## src/logic/ibec_pkg.sv

```systemverilog
`default_nettype none
package ibec_pkg;
  // data path widths
  localparam int BYTE_W      = 8;
  localparam int ADDR_W      = 16;
  localparam int TIM_W       = 8;
  localparam int UL_CNT_W    = 4;
  localparam int PULSE_CNT_W = 12;

  // pulse timing register: 10 MHz setting after reset, bit 7 read-only zero
  localparam logic [TIM_W-1:0] TIMING_RESET = 8'h7B;
  localparam logic [TIM_W-1:0] TIMING_WMASK = 8'h7F;

  // unlock key field and window length in instruction cycles
  localparam int                KEY_MSB       = 7;
  localparam int                KEY_LSB       = 2;
  localparam logic [5:0]        UNLOCK_KEY    = 6'h26;
  localparam logic [UL_CNT_W-1:0] UNLOCK_CYCLES = 4'h8;

  // start address in either memory after reset
  localparam logic [ADDR_W-1:0] START_ADDR = 16'h0000;

  // pulse width is timing value times 2**PULSE_SHIFT enabled clocks
  localparam int PULSE_SHIFT = 4;

  // load clock half period is LDCLK_HALF plus one enabled clocks
  localparam int              LDCLK_W    = 4;
  localparam logic [LDCLK_W-1:0] LDCLK_HALF = 4'h7;

  // least hold of the force level after reset release (host side)
  localparam int FORCE_HOLD_CYCLES = 3;

  // start selection sequence
  typedef enum logic [1:0] {
    IBEC_ST_SAMPLE = 2'b01,
    IBEC_ST_RUN    = 2'b10
  } ibec_start_st_t;

  // flash pulse generator
  typedef enum logic [1:0] {
    IBEC_PL_IDLE   = 2'b01,
    IBEC_PL_ACTIVE = 2'b10
  } ibec_pulse_st_t;
endpackage
`default_nettype wire

```

## src/logic/ibec_unlock.sv

```systemverilog
`timescale 1ns/10ps
`default_nettype none
module ibec_unlock (
  input  wire logic                          clk_sys_i,     // system clock
  input  wire logic                          reset_i,       // sync reset
  input  wire logic                          clk_en_i,      // clock enable
  input  wire logic                          wr_i,          // unlock register write
  input  wire logic [ibec_pkg::BYTE_W-1:0]   wdata_i,       // write data
  input  wire logic                          instr_cycle_i, // instruction cycle strobe
  input  wire logic                          freeze_i,      // hold the window count
  output logic                               unlock_o,      // unlock bit
  output logic [ibec_pkg::UL_CNT_W-1:0]      count_o        // cycles left
);
  import ibec_pkg::*;

  logic [UL_CNT_W-1:0] cnt_q;
  logic                key_match;

  // only the upper six bits form the key, low two are don't care
  assign key_match = wr_i && (wdata_i[KEY_MSB:KEY_LSB] == UNLOCK_KEY);

  // window counter; a fresh match restarts it, a miss changes nothing
  always_ff @(posedge clk_sys_i) begin
    if (reset_i) begin
      cnt_q <= '0;
    end else if (clk_en_i) begin
      if (key_match) begin
        cnt_q <= UNLOCK_CYCLES;
      end else if (cnt_q != '0 && instr_cycle_i && !freeze_i) begin
        // interrupts do not stop this count, only a breakpoint or a low clock enable does
        cnt_q <= cnt_q - UL_CNT_W'(1);
      end
    end
  end

  assign unlock_o = (cnt_q != '0);
  assign count_o  = cnt_q;

  property p_key_sets;
    @(posedge clk_sys_i) disable iff (reset_i)
      clk_en_i && key_match |=> unlock_o && count_o == 4'h8;
  endproperty
  a_key_sets: assert property (p_key_sets) else $error("unlock not armed");

  property p_window_ends;
    @(posedge clk_sys_i) disable iff (reset_i)
      clk_en_i && !key_match && cnt_q == 4'h1 && instr_cycle_i && !freeze_i
      |=> !unlock_o;
  endproperty
  a_window_ends: assert property (p_window_ends) else $error("window overran");

  property p_freeze;
    @(posedge clk_sys_i) disable iff (reset_i)
      clk_en_i && freeze_i && !key_match |=> $stable(cnt_q);
  endproperty
  a_freeze: assert property (p_freeze) else $error("count moved in breakpoint");

  property p_miss_keeps;
    @(posedge clk_sys_i) disable iff (reset_i)
      clk_en_i && wr_i && !key_match && !unlock_o |=> !unlock_o;
  endproperty
  a_miss_keeps: assert property (p_miss_keeps) else $error("bad key armed");
endmodule
`default_nettype wire

```

## src/logic/ibec_pulse.sv

```systemverilog
`timescale 1ns/10ps
`default_nettype none
module ibec_pulse (
  input  wire logic                        clk_sys_i, // system clock
  input  wire logic                        reset_i,   // sync reset
  input  wire logic                        clk_en_i,  // clock enable
  input  wire logic                        start_i,   // write or erase start
  input  wire logic [ibec_pkg::TIM_W-1:0]  timing_i,  // pulse timing value
  output logic                             busy_o,    // pulse in progress
  output logic                             pulse_o,   // flash timing pulse
  output logic                             done_o     // one-cycle end mark
);
  import ibec_pkg::*;

  ibec_pulse_st_t         st_q;
  logic [PULSE_CNT_W-1:0] cnt_q;
  logic [PULSE_CNT_W-1:0] load_val;
  logic                   done_q;
  logic [PULSE_CNT_W-1:0] wid_q;
  logic [PULSE_CNT_W-1:0] exp_q;

  // width scales with the timing value
  assign load_val = PULSE_CNT_W'(timing_i) << PULSE_SHIFT;

  // value is captured at start, so a mid-operation write cannot stretch it
  always_ff @(posedge clk_sys_i) begin
    if (reset_i) begin
      st_q   <= IBEC_PL_IDLE;
      cnt_q  <= '0;
      done_q <= 1'b0;
    end else if (clk_en_i) begin
      done_q <= 1'b0;
      case (st_q)
        IBEC_PL_IDLE: begin
          if (start_i) begin
            cnt_q <= load_val;
            if (load_val != '0) begin
              st_q <= IBEC_PL_ACTIVE;
            end else begin
              done_q <= 1'b1;
            end
          end
        end
        IBEC_PL_ACTIVE: begin
          cnt_q <= cnt_q - PULSE_CNT_W'(1);
          if (cnt_q == PULSE_CNT_W'(1)) begin
            st_q   <= IBEC_PL_IDLE;
            done_q <= 1'b1;
          end
        end
        default: st_q <= IBEC_PL_IDLE;
      endcase
    end
  end

  assign pulse_o = st_q[1];
  assign busy_o  = st_q[1];
  assign done_o  = done_q;

  // helper: measured width against the width captured at start
  always_ff @(posedge clk_sys_i) begin
    if (reset_i) begin
      wid_q <= '0;
      exp_q <= '0;
    end else if (clk_en_i) begin
      if (st_q == IBEC_PL_IDLE) begin
        wid_q <= '0;
        exp_q <= load_val;
      end else begin
        wid_q <= wid_q + PULSE_CNT_W'(1);
      end
    end
  end

  property p_width;
    @(posedge clk_sys_i) disable iff (reset_i)
      clk_en_i && pulse_o && cnt_q == 12'h001 |-> wid_q + 12'h001 == exp_q;
  endproperty
  a_width: assert property (p_width) else $error("pulse width wrong");
endmodule
`default_nettype wire

```

## src/logic/ibec_top.sv

```systemverilog
// Overview of operation
// - pulse width follows the timing register
// - reset loads the 10 MHz timing value
// - boot jump only while unlock bit set
// - unlock needs key 100110 in bits 7-2
// - unlock bit lasts exactly 8 instruction cycles
// - breakpoint in emulation freezes unlock count
// - interrupts do not pause the unlock window
// - return instruction goes back to flash
// - forced entry starts boot ROM at 0000
// - later unforced reset uses the select bit
// - forced entry leaves option bits untouched
// - security clears by mass erase or a user routine request
// - force level drives load clock pin
// - force pin reads one while high voltage
// - select bit one flash, zero boot ROM
`timescale 1ns/10ps
`default_nettype none
module ibec_top (
  input  wire logic                         clk_sys_i,              // system clock
  input  wire logic                         reset_i,                // sync reset
  input  wire logic                         clk_en_i,               // clock enable
  input  wire logic                         instr_cycle_i,          // instr cycle strobe
  input  wire logic                         timing_wr_i,            // timing reg write
  input  wire logic [ibec_pkg::BYTE_W-1:0]  timing_wdata_i,         // timing write data
  output logic [ibec_pkg::BYTE_W-1:0]       timing_rdata_o,         // timing read data
  input  wire logic                         unlock_wr_i,            // unlock reg write
  input  wire logic [ibec_pkg::BYTE_W-1:0]  unlock_wdata_i,         // unlock write data
  output logic                              unlock_active_o,        // unlock bit
  input  wire logic                         emul_mode_i,            // emulation mode
  input  wire logic                         breakpoint_i,           // breakpoint held
  input  wire logic                         jump_to_boot_instr_i,   // jump executes
  input  wire logic [ibec_pkg::ADDR_W-1:0]  jump_target_i,          // jump operand
  input  wire logic                         return_to_flash_instr_i,// return executes
  input  wire logic [ibec_pkg::ADDR_W-1:0]  return_target_i,        // return address
  output logic                              redirect_valid_o,       // fetch redirect
  output logic                              redirect_boot_o,        // redirect to boot
  output logic [ibec_pkg::ADDR_W-1:0]       redirect_addr_o,        // redirect address
  output logic                              mem_space_boot_o,       // fetching boot ROM
  input  wire logic                         boot_select_bit_i,      // option select bit
  input  wire logic                         force_hv_i,             // force pin at HV
  input  wire logic                         force_boot_pin_i,       // force pin level
  output logic                              force_boot_rd_o,        // force pin as read
  output logic                              start_valid_o,          // start chosen
  output logic                              start_boot_o,           // start in boot
  output logic [ibec_pkg::ADDR_W-1:0]       start_addr_o,           // start address
  input  wire logic                         load_clock_pin_i,       // pin input
  output logic                              load_clock_pin_o,       // pin output
  output logic                              load_clock_pin_oe_o,    // pin drive enable
  input  wire logic                         gpio_load_out_i,        // port data out
  input  wire logic                         gpio_load_oe_i,         // port drive enable
  output logic                              gpio_load_rd_o,         // port read value
  input  wire logic                         flash_op_start_i,       // write/erase start
  output logic                              flash_pulse_o,          // timing pulse
  output logic                              flash_busy_o,           // operation busy
  output logic                              flash_done_o,           // operation done
  input  wire logic                         mass_erase_i,           // mass erase done
  input  wire logic                         user_isp_mode_i,        // user routine active
  input  wire logic                         security_clr_req_i,     // clear request
  output logic                              security_clr_o          // clear security
);
  import ibec_pkg::*;

  logic [TIM_W-1:0]    timing_q;
  logic                unlock_bit;
  logic                bp_freeze;
  ibec_start_st_t      st_q;
  logic                start_valid_q;
  logic                start_boot_q;
  logic                mem_boot_q;
  logic                redir_valid_q;
  logic                redir_boot_q;
  logic [ADDR_W-1:0]   redir_addr_q;
  logic [LDCLK_W-1:0]  ldclk_cnt_q;
  logic                ldclk_q;
  logic                pin_o_q;
  logic                pin_oe_q;
  logic                pin_rd_q;
  logic                force_rd_q;
  logic                sec_clr_q;

  // timing register; reset loads the 10 MHz value, pulses capture it at start
  always_ff @(posedge clk_sys_i) begin
    if (reset_i) begin
      timing_q <= TIMING_RESET;
    end else if (clk_en_i && timing_wr_i) begin
      timing_q <= timing_wdata_i & TIMING_WMASK;
    end
  end

  assign timing_rdata_o = timing_q;

  // breakpoints only stall the window while emulating
  assign bp_freeze = emul_mode_i && breakpoint_i;

  // unlock window; no interrupt input on purpose, so isr time still counts
  ibec_unlock u_unlock (
    .clk_sys_i     (clk_sys_i),
    .reset_i       (reset_i),
    .clk_en_i      (clk_en_i),
    .wr_i          (unlock_wr_i),
    .wdata_i       (unlock_wdata_i),
    .instr_cycle_i (instr_cycle_i),
    .freeze_i      (bp_freeze),
    .unlock_o      (unlock_bit),
    .count_o       ()
  );

  assign unlock_active_o = unlock_bit;

  // write and erase pulse timing
  ibec_pulse u_pulse (
    .clk_sys_i (clk_sys_i),
    .reset_i   (reset_i),
    .clk_en_i  (clk_en_i),
    .start_i   (flash_op_start_i),
    .timing_i  (timing_q),
    .busy_o    (flash_busy_o),
    .pulse_o   (flash_pulse_o),
    .done_o    (flash_done_o)
  );

  // start memory chosen on the first enabled cycle after reset release;
  // the host keeps the force level for a few cycles, so one sample is safe
  always_ff @(posedge clk_sys_i) begin
    if (reset_i) begin
      st_q          <= IBEC_ST_SAMPLE;
      start_valid_q <= 1'b0;
      start_boot_q  <= 1'b0;
    end else if (clk_en_i) begin
      start_valid_q <= 1'b0;
      case (st_q)
        IBEC_ST_SAMPLE: begin
          // force bypasses the select bit; option bits are only read here
          start_boot_q  <= force_hv_i || !boot_select_bit_i;
          start_valid_q <= 1'b1;
          st_q          <= IBEC_ST_RUN;
        end
        IBEC_ST_RUN: begin
          st_q <= IBEC_ST_RUN;
        end
        default: st_q <= IBEC_ST_SAMPLE;
      endcase
    end
  end

  assign start_valid_o = start_valid_q;
  assign start_boot_o  = start_boot_q;
  assign start_addr_o  = START_ADDR;

  // fetch space and redirects; jump wins when both instructions coincide
  always_ff @(posedge clk_sys_i) begin
    if (reset_i) begin
      mem_boot_q    <= 1'b0;
      redir_valid_q <= 1'b0;
      redir_boot_q  <= 1'b0;
      redir_addr_q  <= START_ADDR;
    end else if (clk_en_i) begin
      redir_valid_q <= 1'b0;
      if (st_q == IBEC_ST_SAMPLE) begin
        mem_boot_q <= force_hv_i || !boot_select_bit_i;
      end else if (jump_to_boot_instr_i) begin
        // a locked jump stays in flash, guarding against runaway code
        mem_boot_q    <= unlock_bit;
        redir_valid_q <= 1'b1;
        redir_boot_q  <= unlock_bit;
        redir_addr_q  <= jump_target_i;
      end else if (return_to_flash_instr_i) begin
        mem_boot_q    <= 1'b0;
        redir_valid_q <= 1'b1;
        redir_boot_q  <= 1'b0;
        redir_addr_q  <= return_target_i;
      end
    end
  end

  assign mem_space_boot_o = mem_boot_q;
  assign redirect_valid_o = redir_valid_q;
  assign redirect_boot_o  = redir_boot_q;
  assign redirect_addr_o  = redir_addr_q;

  // load clock divider, free running so the shift clock is always ready
  always_ff @(posedge clk_sys_i) begin
    if (reset_i) begin
      ldclk_cnt_q <= '0;
      ldclk_q     <= 1'b0;
    end else if (clk_en_i) begin
      if (ldclk_cnt_q == LDCLK_HALF) begin
        ldclk_cnt_q <= '0;
        ldclk_q     <= !ldclk_q;
      end else begin
        ldclk_cnt_q <= ldclk_cnt_q + LDCLK_W'(1);
      end
    end
  end

  // pin mux; the forced clock can fight an external shift clock, user beware
  always_ff @(posedge clk_sys_i) begin
    if (reset_i) begin
      pin_o_q  <= 1'b0;
      pin_oe_q <= 1'b0;
      pin_rd_q <= 1'b0;
    end else if (clk_en_i) begin
      pin_o_q  <= force_hv_i ? ldclk_q : gpio_load_out_i;
      pin_oe_q <= force_hv_i || gpio_load_oe_i;
      pin_rd_q <= load_clock_pin_i;
    end
  end

  assign load_clock_pin_o    = pin_o_q;
  assign load_clock_pin_oe_o = pin_oe_q;
  assign gpio_load_rd_o      = pin_rd_q;

  // high voltage reads as one; boot code debounces the fall itself
  always_ff @(posedge clk_sys_i) begin
    if (reset_i) begin
      force_rd_q <= 1'b0;
    end else if (clk_en_i) begin
      force_rd_q <= force_hv_i || force_boot_pin_i;
    end
  end

  assign force_boot_rd_o = force_rd_q;

  // security clear: mass erase, or a request from user routines
  always_ff @(posedge clk_sys_i) begin
    if (reset_i) begin
      sec_clr_q <= 1'b0;
    end else if (clk_en_i) begin
      sec_clr_q <= mass_erase_i || (security_clr_req_i && user_isp_mode_i);
    end
  end

  assign security_clr_o = sec_clr_q;

  property p_reset_timing;
    @(posedge clk_sys_i) $fell(reset_i) |-> timing_rdata_o == 8'h7B;
  endproperty
  a_reset_timing: assert property (p_reset_timing) else $error("timing reset");

  property p_force_start;
    @(posedge clk_sys_i) disable iff (reset_i)
      clk_en_i && st_q == IBEC_ST_SAMPLE && force_hv_i
      |=> start_valid_o && start_boot_o && start_addr_o == 16'h0000;
  endproperty
  a_force_start: assert property (p_force_start) else $error("forced start");

  property p_select_start;
    @(posedge clk_sys_i) disable iff (reset_i)
      clk_en_i && st_q == IBEC_ST_SAMPLE && !force_hv_i
      |=> start_boot_o == !$past(boot_select_bit_i) && mem_space_boot_o == start_boot_o;
  endproperty
  a_select_start: assert property (p_select_start) else $error("select start");

  property p_start_held;
    @(posedge clk_sys_i) disable iff (reset_i)
      st_q == IBEC_ST_RUN |=> $stable(start_boot_o) && !start_valid_o;
  endproperty
  a_start_held: assert property (p_start_held) else $error("start changed");

  property p_locked_jump;
    @(posedge clk_sys_i) disable iff (reset_i)
      clk_en_i && st_q == IBEC_ST_RUN && jump_to_boot_instr_i && !unlock_bit
      |=> redirect_valid_o && !redirect_boot_o && !mem_space_boot_o;
  endproperty
  a_locked_jump: assert property (p_locked_jump) else $error("locked jump");

  property p_open_jump;
    @(posedge clk_sys_i) disable iff (reset_i)
      clk_en_i && st_q == IBEC_ST_RUN && jump_to_boot_instr_i && unlock_bit
      |=> redirect_boot_o && redirect_addr_o == $past(jump_target_i);
  endproperty
  a_open_jump: assert property (p_open_jump) else $error("open jump");

  property p_return;
    @(posedge clk_sys_i) disable iff (reset_i)
      clk_en_i && st_q == IBEC_ST_RUN && return_to_flash_instr_i && !jump_to_boot_instr_i
      |=> redirect_valid_o && !mem_space_boot_o;
  endproperty
  a_return: assert property (p_return) else $error("return to flash");

  property p_load_clock;
    @(posedge clk_sys_i) disable iff (reset_i)
      clk_en_i && force_hv_i |=> load_clock_pin_oe_o && force_boot_rd_o;
  endproperty
  a_load_clock: assert property (p_load_clock) else $error("load clock pin");

  property p_sec_clear;
    @(posedge clk_sys_i) disable iff (reset_i)
      security_clr_o && $past(clk_en_i)
      |-> $past(mass_erase_i || (security_clr_req_i && user_isp_mode_i));
  endproperty
  a_sec_clear: assert property (p_sec_clear) else $error("security clear");
endmodule
`default_nettype wire

```

## config.mk

```make
export PLATFORM = sky130hd
export DESIGN_NAME = ibec_top
export DESIGN_NICKNAME = d
export VERILOG_FILES = /design/src/logic/ibec_pkg.sv /design/src/logic/ibec_unlock.sv /design/src/logic/ibec_pulse.sv /design/src/logic/ibec_top.sv
export SDC_FILE = /design/constraint.sdc
export NUM_CORES = 1
export LEC_CHECK = 0
export BUFFER_PORTS_ARGS = -buffer_cell sky130_fd_sc_hd__buf_2
export CAP_MARGIN = 20
export CORE_MARGIN = 3
export CORE_UTILIZATION = 53
export DETAILED_ROUTE_END_ITERATION = 7
export HOLD_SLACK_MARGIN = 0.02
export PLACE_DENSITY = 0.85
export SLEW_MARGIN = 20
export SYNTH_ARGS = -nofsm -noshare
export SYNTH_HDL_FRONTEND = slang
export SYNTH_HIERARCHICAL = 1
export SYNTH_SLANG_ARGS = --single-unit
```

## constraint.sdc

```tcl
create_clock -name clk_sys_i -period 4.1 [get_ports clk_sys_i]
set_clock_uncertainty 0.15 [all_clocks]
set_input_delay 0.82 -clock clk_sys_i [delete_from_list [all_inputs] [get_ports clk_sys_i]]
set_output_delay 0.82 -clock clk_sys_i [all_outputs]
set_load 0.01 [all_outputs]
```

Word-level counts from Yosys, hierarchy flattened
Cells that the tools add are included.
- bits in read-only memories: 0
- memories kept: 0
- input port bits: 68
- bits in writable memories: 0
- latch bits: 0
- word-level logic and storage cells: 84
- bits in registers: 59
- output and inout port bits: 54
- shift operators: 0
- reductions and logical operators: 27
- $lt $le $gt $ge: 0
- $mul: 0
- bitwise gates (word level): 1
- div/mod/pow operators: 0
- add/subtract/negate cells: 3
- equality and inequality tests: 10
- mux-type cells: 24
- operator list (operator ; count):
    $mux 16 ; 2
    $pmux 12 s2 ; 1
    $eq 12x1->1 const B ; 1
    $mux 12 ; 1
    $mux 4 ; 3
    $reduce_bool 12->1 ; 1
    $sub 12x1->12 const B ; 1
    $mux 1 ; 11
    $mux 2 ; 4
    $reduce_and 2->1 ; 4
    $eq 6x6->1 const B ; 1
    $logic_and 1x1->1 ; 6
    $reduce_and 3->1 ; 2
    $reduce_bool 2->1 ; 3
    $add 4x1->4 const B ; 1
    $eq 2x1->1 const B ; 2
    $eq 2x2->1 const B ; 2
    $eq 4x3->1 const B ; 1
    $logic_or 1x1->1 ; 4
    $ne 2x1->1 const B ; 2
    $pmux 2 s2 ; 1
    $reduce_and 4->1 ; 1
    $reduce_bool 4->1 ; 1
    $sub 4x1->4 const B ; 1
    6 further kinds ; 8

Depth between registers and ports, before layout
- depth in word-level cells: 5
- depth in mapped cells: 8
- depth with buffers taken out: 6

By module
Netlist, hierarchy kept.
- by module, submodules not included (module ; area an instance (um2) ; seq. area each (um2) ; cells an instance ; instances):
    ibec_top ; 1905.6 ; 800.8 ; 201 ; 1
    ibec_pulse ; 1052.3 ; 300.3 ; 131 ; 1
    ibec_unlock ; 257.7 ; 80.1 ; 30 ; 1

Worst setup path before layout
OpenSTA, ideal clock, no wires.
- path kind: reg2reg
- start point: reg u_pulse.cnt_q[5]
- end point: reg u_pulse.st_q[0]
- clock period less this slack: 2.256 ns
- setup slack: 1.844 ns
- buffers on the path: 1
- data required time: 3.828 ns
- library setup time: 0.122 ns
- cell stages (with the launch flop): 6
- arrival: 1.985 ns
- cell sequence: dfxtp_1 buf_6 or4_4 o41ai_4 or3b_1 a221o_1
- longest elaborated chain between the ends: 3
- ends and longest elaborated chain (item ; line ; text):
    start: declaration ; ibec_pulse.sv:16 ; logic [PULSE_CNT_W-1:0] cnt_q;
    start signal: assignment ; ibec_pulse.sv:36 ; cnt_q <= load_val;
    start signal: assignment ; ibec_pulse.sv:45 ; cnt_q <= cnt_q - PULSE_CNT_W'(1);
    $eq 12x1->1 ; ibec_pulse.sv:46 ; if (cnt_q == PULSE_CNT_W'(1)) begin
    $ne 2x1->1 (no line) ; -- ;
    $reduce_and 4->1 (no line) ; -- ;
    end signal: assignment ; ibec_pulse.sv:38 ; st_q <= IBEC_PL_ACTIVE;
    end signal: assignment ; ibec_pulse.sv:47 ; st_q <= IBEC_PL_IDLE;
    end signal: assignment ; ibec_pulse.sv:51 ; default: st_q <= IBEC_PL_IDLE;
    end: declaration ; ibec_pulse.sv:15 ; ibec_pulse_st_t st_q;
No other way between the ends.
A chain may end at the register's enable or synchronous reset.

Worst setup path after layout
- start point: reg u_unlock.cnt_q[0] (netlist: u_unlock/count_o[0])
- end point: out unlock_active_o
- longest elaborated chain between the ends: 1
- ends and longest elaborated chain (item ; line ; text):
    start: declaration ; ibec_unlock.sv:16 ; logic [UL_CNT_W-1:0] cnt_q;
    start signal: assignment ; ibec_unlock.sv:31 ; cnt_q <= cnt_q - UL_CNT_W'(1);
    $reduce_bool 4->1 ; ibec_unlock.sv:36 ; assign unlock_o = (cnt_q != '0);
    end: declaration ; ibec_top.sv:29 ; output logic unlock_active_o,
No other way between the ends.

==> flow_metrics.env <==
export IMPL_cts_hold_buf=0
export IMPL_post_route_worst_setup_slack_ns=1.65
export IMPL_synthCells=362
export IMPL_timing_critical_path_to_type="primary output"
export IMPL_post_cts_setup_buffers=0
export IMPL_fp_dieW_um=83.9
export IMPL_critical_path_top_delay_family="simple AND/OR/NAND/NOR gates"
export IMPL_cts_reportedPaths_clkPinSlew_ns=0.07
export IMPL_cts_h_tree_depth=3
export IMPL_timing_setup_critical_path_class="flop to primary output"
export IMPL_clock_power_share_pct=32.1
export IMPL_avgViaCountPerCell=5.75
export IMPL_cts_root_buffer_cell="clkbuf_8"
export IMPL_drive_above_1_share_pct=30.2
export IMPL_timing_critical_path_slowest_stage_cell="or3b_4"
export IMPL_finish_utilization_pct=67.3
export IMPL_grt_start_max_net_pins=37
export IMPL_worstSkewPairLatency_ns=0.33
export IMPL_postRouteAntennaNets=0
export IMPL_unrepaired_setup_endpoints_after_global_routing="false"
export IMPL_rows=27
export IMPL_global_route_wire_length_before_repair_um=13400
export IMPL_design_core_area_um2=5680
export IMPL_initial_utilization_pct=56.7
export IMPL_cp_arrival_ns=1.48
export IMPL_max_freq_ghz=0.407
export IMPL_power_density_cell_area_nw_per_um2=377
export IMPL_area_growth_from_synthesis_to_final_layout_pct=18.7
export IMPL_drt_first_pass_iters=5
export IMPL_max_cap_violations=0
export IMPL_seq_power_share_pct=45.3
export IMPL_gr_usage_all_layers_pct=23.0
export IMPL_power_report_internal_total_mw=0.970
export IMPL_worstPathRequired_ns=3.13
export IMPL_filler_cell_count=491
export IMPL_worst_setup_path_start_kind="flop"
export IMPL_globalRouteOverflowTotal=0
export IMPL_path_buf_inv=2
export IMPL_detail_route_wirelength_um=8240
export IMPL_synth_distinct_cells=61
export IMPL_critical_path_max_stage_delay_ns=0.43
export IMPL_final_nets=531
export IMPL_io_pins=122
export IMPL_fp_dieArea_um2=7040
export IMPL_cts_max_path_buffers=2
export IMPL_crit_path_cell_trace="inv_1 > ha_1 > or3b_4 > buf_2"
export IMPL_largest_fanout_on_the_critical_path=6
export IMPL_detail_route_wl_per_cell_um=15.5
export IMPL_detailed_place_hpwl_um=5930
export IMPL_gpl_final_weighted_congestion=0.926
export IMPL_detail_route_iter0_violations=186
export IMPL_sw_frac_of_total_pct=32.5
export IMPL_irDropWorstVdd_v=0.000262
export IMPL_yosys_warnings=6
export IMPL_slew_limit_headroom_pct=56.9
export IMPL_period_share_pct=59.9
export IMPL_mappedNetlistArea_um2=3220
export IMPL_synth_edff_count=0
export IMPL_tritoncts="done"
export IMPL_port_buffers=101
export IMPL_tightest_slew_ns=0.641
export IMPL_total_via_count_after_detailed_routing=3058
export IMPL_cts_resized=0
export IMPL_die_height_um=83.9
export IMPL_power_share_combinational_pct=22.6
export IMPL_synth_area_per_cell_um2=8.88
export IMPL_finalHoldViolCount=0
export IMPL_grt_antenna_before_repair=0
export IMPL_final_cell_mix="buf_2, dfxtp_1, a21oi_1"
export IMPL_switching_power_mw=0.467
export IMPL_final_total_pwr_mw=1.44
export IMPL_layout_commonest_cell="buf_2"
export IMPL_async_flop_share_pct=0
export IMPL_min_delay_path_class="flop to flop"
export IMPL_numClockSinks=59
export IMPL_synth_sequential_area_ratio_pct=36.7
export IMPL_ys_seq_elements=59
export IMPL_post_place_ws_ns=1.46
export IMPL_cellLeakagePower_nw=1.72
export IMPL_synth_ff_type="dfxtp_1"
export IMPL_num_antenna_cells=0
export IMPL_drc=0
export IMPL_outcome="finished, final reports clean"
export IMPL_setup_viol=0
export IMPL_first_global_vias=2949
export IMPL_setup_tns_ns=0
export IMPL_cts_buffers=9
export IMPL_period_minus_slack_ns=2.45
export IMPL_timing_final_max_slew_violations=0
## final timing paths
kind	start	end	slack [ns]	depth (start not counted)
setup reg to reg	u_pulse/cnt_q[5]	u_pulse/st_q[0]	1.73	4
setup / recovery	u_unlock/count_o[0]	unlock_active_o	1.65	4
hold / removal	u_pulse/done_o	u_pulse/done_o	0.31	2
hold reg to reg	u_pulse/done_o	u_pulse/done_o	0.31	2
## metal layers
metal  track usage (%)  routed length, um  vias to the layer above
li1                  -                  -                     1473
met1              26.9               3280                     1416
met2              38.9               4100                      141
met3              5.33                642                       28
met4              11.7                214                        0
met5                 0                  0                        -
## synth_stat cells (all sizes together) (2+ instances only)
| cell type | n | area share (%) |
|---|---|---|
| o31ai | 5 | 1.2 |
| o22ai | 4 | 0.78 |
| a21oi | 30 | 4.7 |
| nand4 | 7 | 1.4 |
| nor2 | 22 | 2.6 |
| xor2 | 4 | 1.1 |
| clkbuf | 9 | 1.1 |
| mux2i | 24 | 7.5 |
| nor2b | 8 | 1.6 |
| or2 | 2 | 0.39 |
| or3b | 2 | 0.62 |
| nand2b | 6 | 1.2 |
| a221oi | 3 | 0.82 |
| a211oi | 21 | 6.5 |
| nand3b | 3 | 0.70 |
| nand4b | 2 | 0.54 |
| o41ai | 2 | 1.1 |
| o21ai | 6 | 0.93 |
| nand2 | 21 | 2.5 |
| a221o | 3 | 0.93 |
| nor3 | 6 | 0.93 |
| or4 | 3 | 0.82 |
| or3 | 3 | 0.74 |
| and2 | 4 | 0.86 |
| ha | 8 | 3.1 |
| inv | 11 | 1.3 |
| nor3b | 3 | 0.70 |
| a211o | 2 | 0.54 |
| nand3 | 27 | 4.2 |
| dfxtp | 59 | 37 |
| buf | 31 | 6.8 |
| nor4 | 3 | 0.58 |
## power groups by stage
stage / combinational, mW / sequential, mW / clock [mW]
2_1_floorplan: 0.227 / 0.667 / 0
3_3_place_gp: 0.309 / 0.660 / 0
3_5_place_dp: 0.320 / 0.662 / 0
4_1_cts: 0.321 / 0.650 / 0.468
5_1_grt: 0.357 / 0.657 / 0.497
6_report: 0.324 / 0.651 / 0.462
## sequential cells by signal, indices dropped and copies added, names as in the netlist
| signal | flops |
|---|---|
| redirect_addr_o | 16 |
| u_pulse/cnt_q | 12 |
| timing_rdata_o | 7 |
| ldclk_cnt_q | 4 |
| u_unlock/count_o | 4 |
| st_q | 2 |
| u_pulse/st_q | 2 |
| force_boot_rd_o | 1 |
| gpio_load_rd_o | 1 |
| ldclk_q | 1 |
| load_clock_pin_o | 1 |
| load_clock_pin_oe_o | 1 |
| mem_space_boot_o | 1 |
| redirect_boot_o | 1 |
| redirect_valid_o | 1 |
| security_clr_o | 1 |
| start_boot_o | 1 |
| start_valid_o | 1 |
| u_pulse/done_o | 1 |
## area by class of cell
type                    count  area [um^2]  area share [%]
inverters                  12         45.0            1.18
clock buffers               9          124            3.24
multi-input cells         269         1800            47.3
flip-flops and latches     59         1180            30.9
well taps                  72         90.1            2.36
repair buffers            104          528            13.8
clock inverters             7         45.0            1.18
## per-stage QoR
| stage | cells | hold WS [ns] | cell area [um^2] |
|---|---|---|---|
| after floorplan | 380 | 0.292 | 3280 |
| after global placement | 516 | 0.286 | 3650 |
| after detailed placement | 516 | 0.297 | 3650 |
| after CTS | 532 | 0.315 | 3820 |
| after global routing | 532 | 0.357 | 3820 |
| final | 532 | 0.310 | 3820 |
## tightest hold or removal path, cell delays in order (launching register included)
cell and delay (ns):
dfxtp_1 0.33, nand2_1 0.04, o21ai_0 0.05
## kinds of logic after synthesis
logic type | after synthesis | share of synthesized area, %
buffers and inverters | 52 | 9.26
XOR/XNOR | 4 | 1.09
AO/OA/AOI/OAI | 89 | 21.1
multiplexers | 25 | 7.82
flip-flops | 59 | 36.7
AND/OR/NAND/NOR | 124 | 20.8
other | 1 | 0.117
adder cells (fa/ha/maj) | 8 | 3.11
Power figures use the tool's default switching activity.
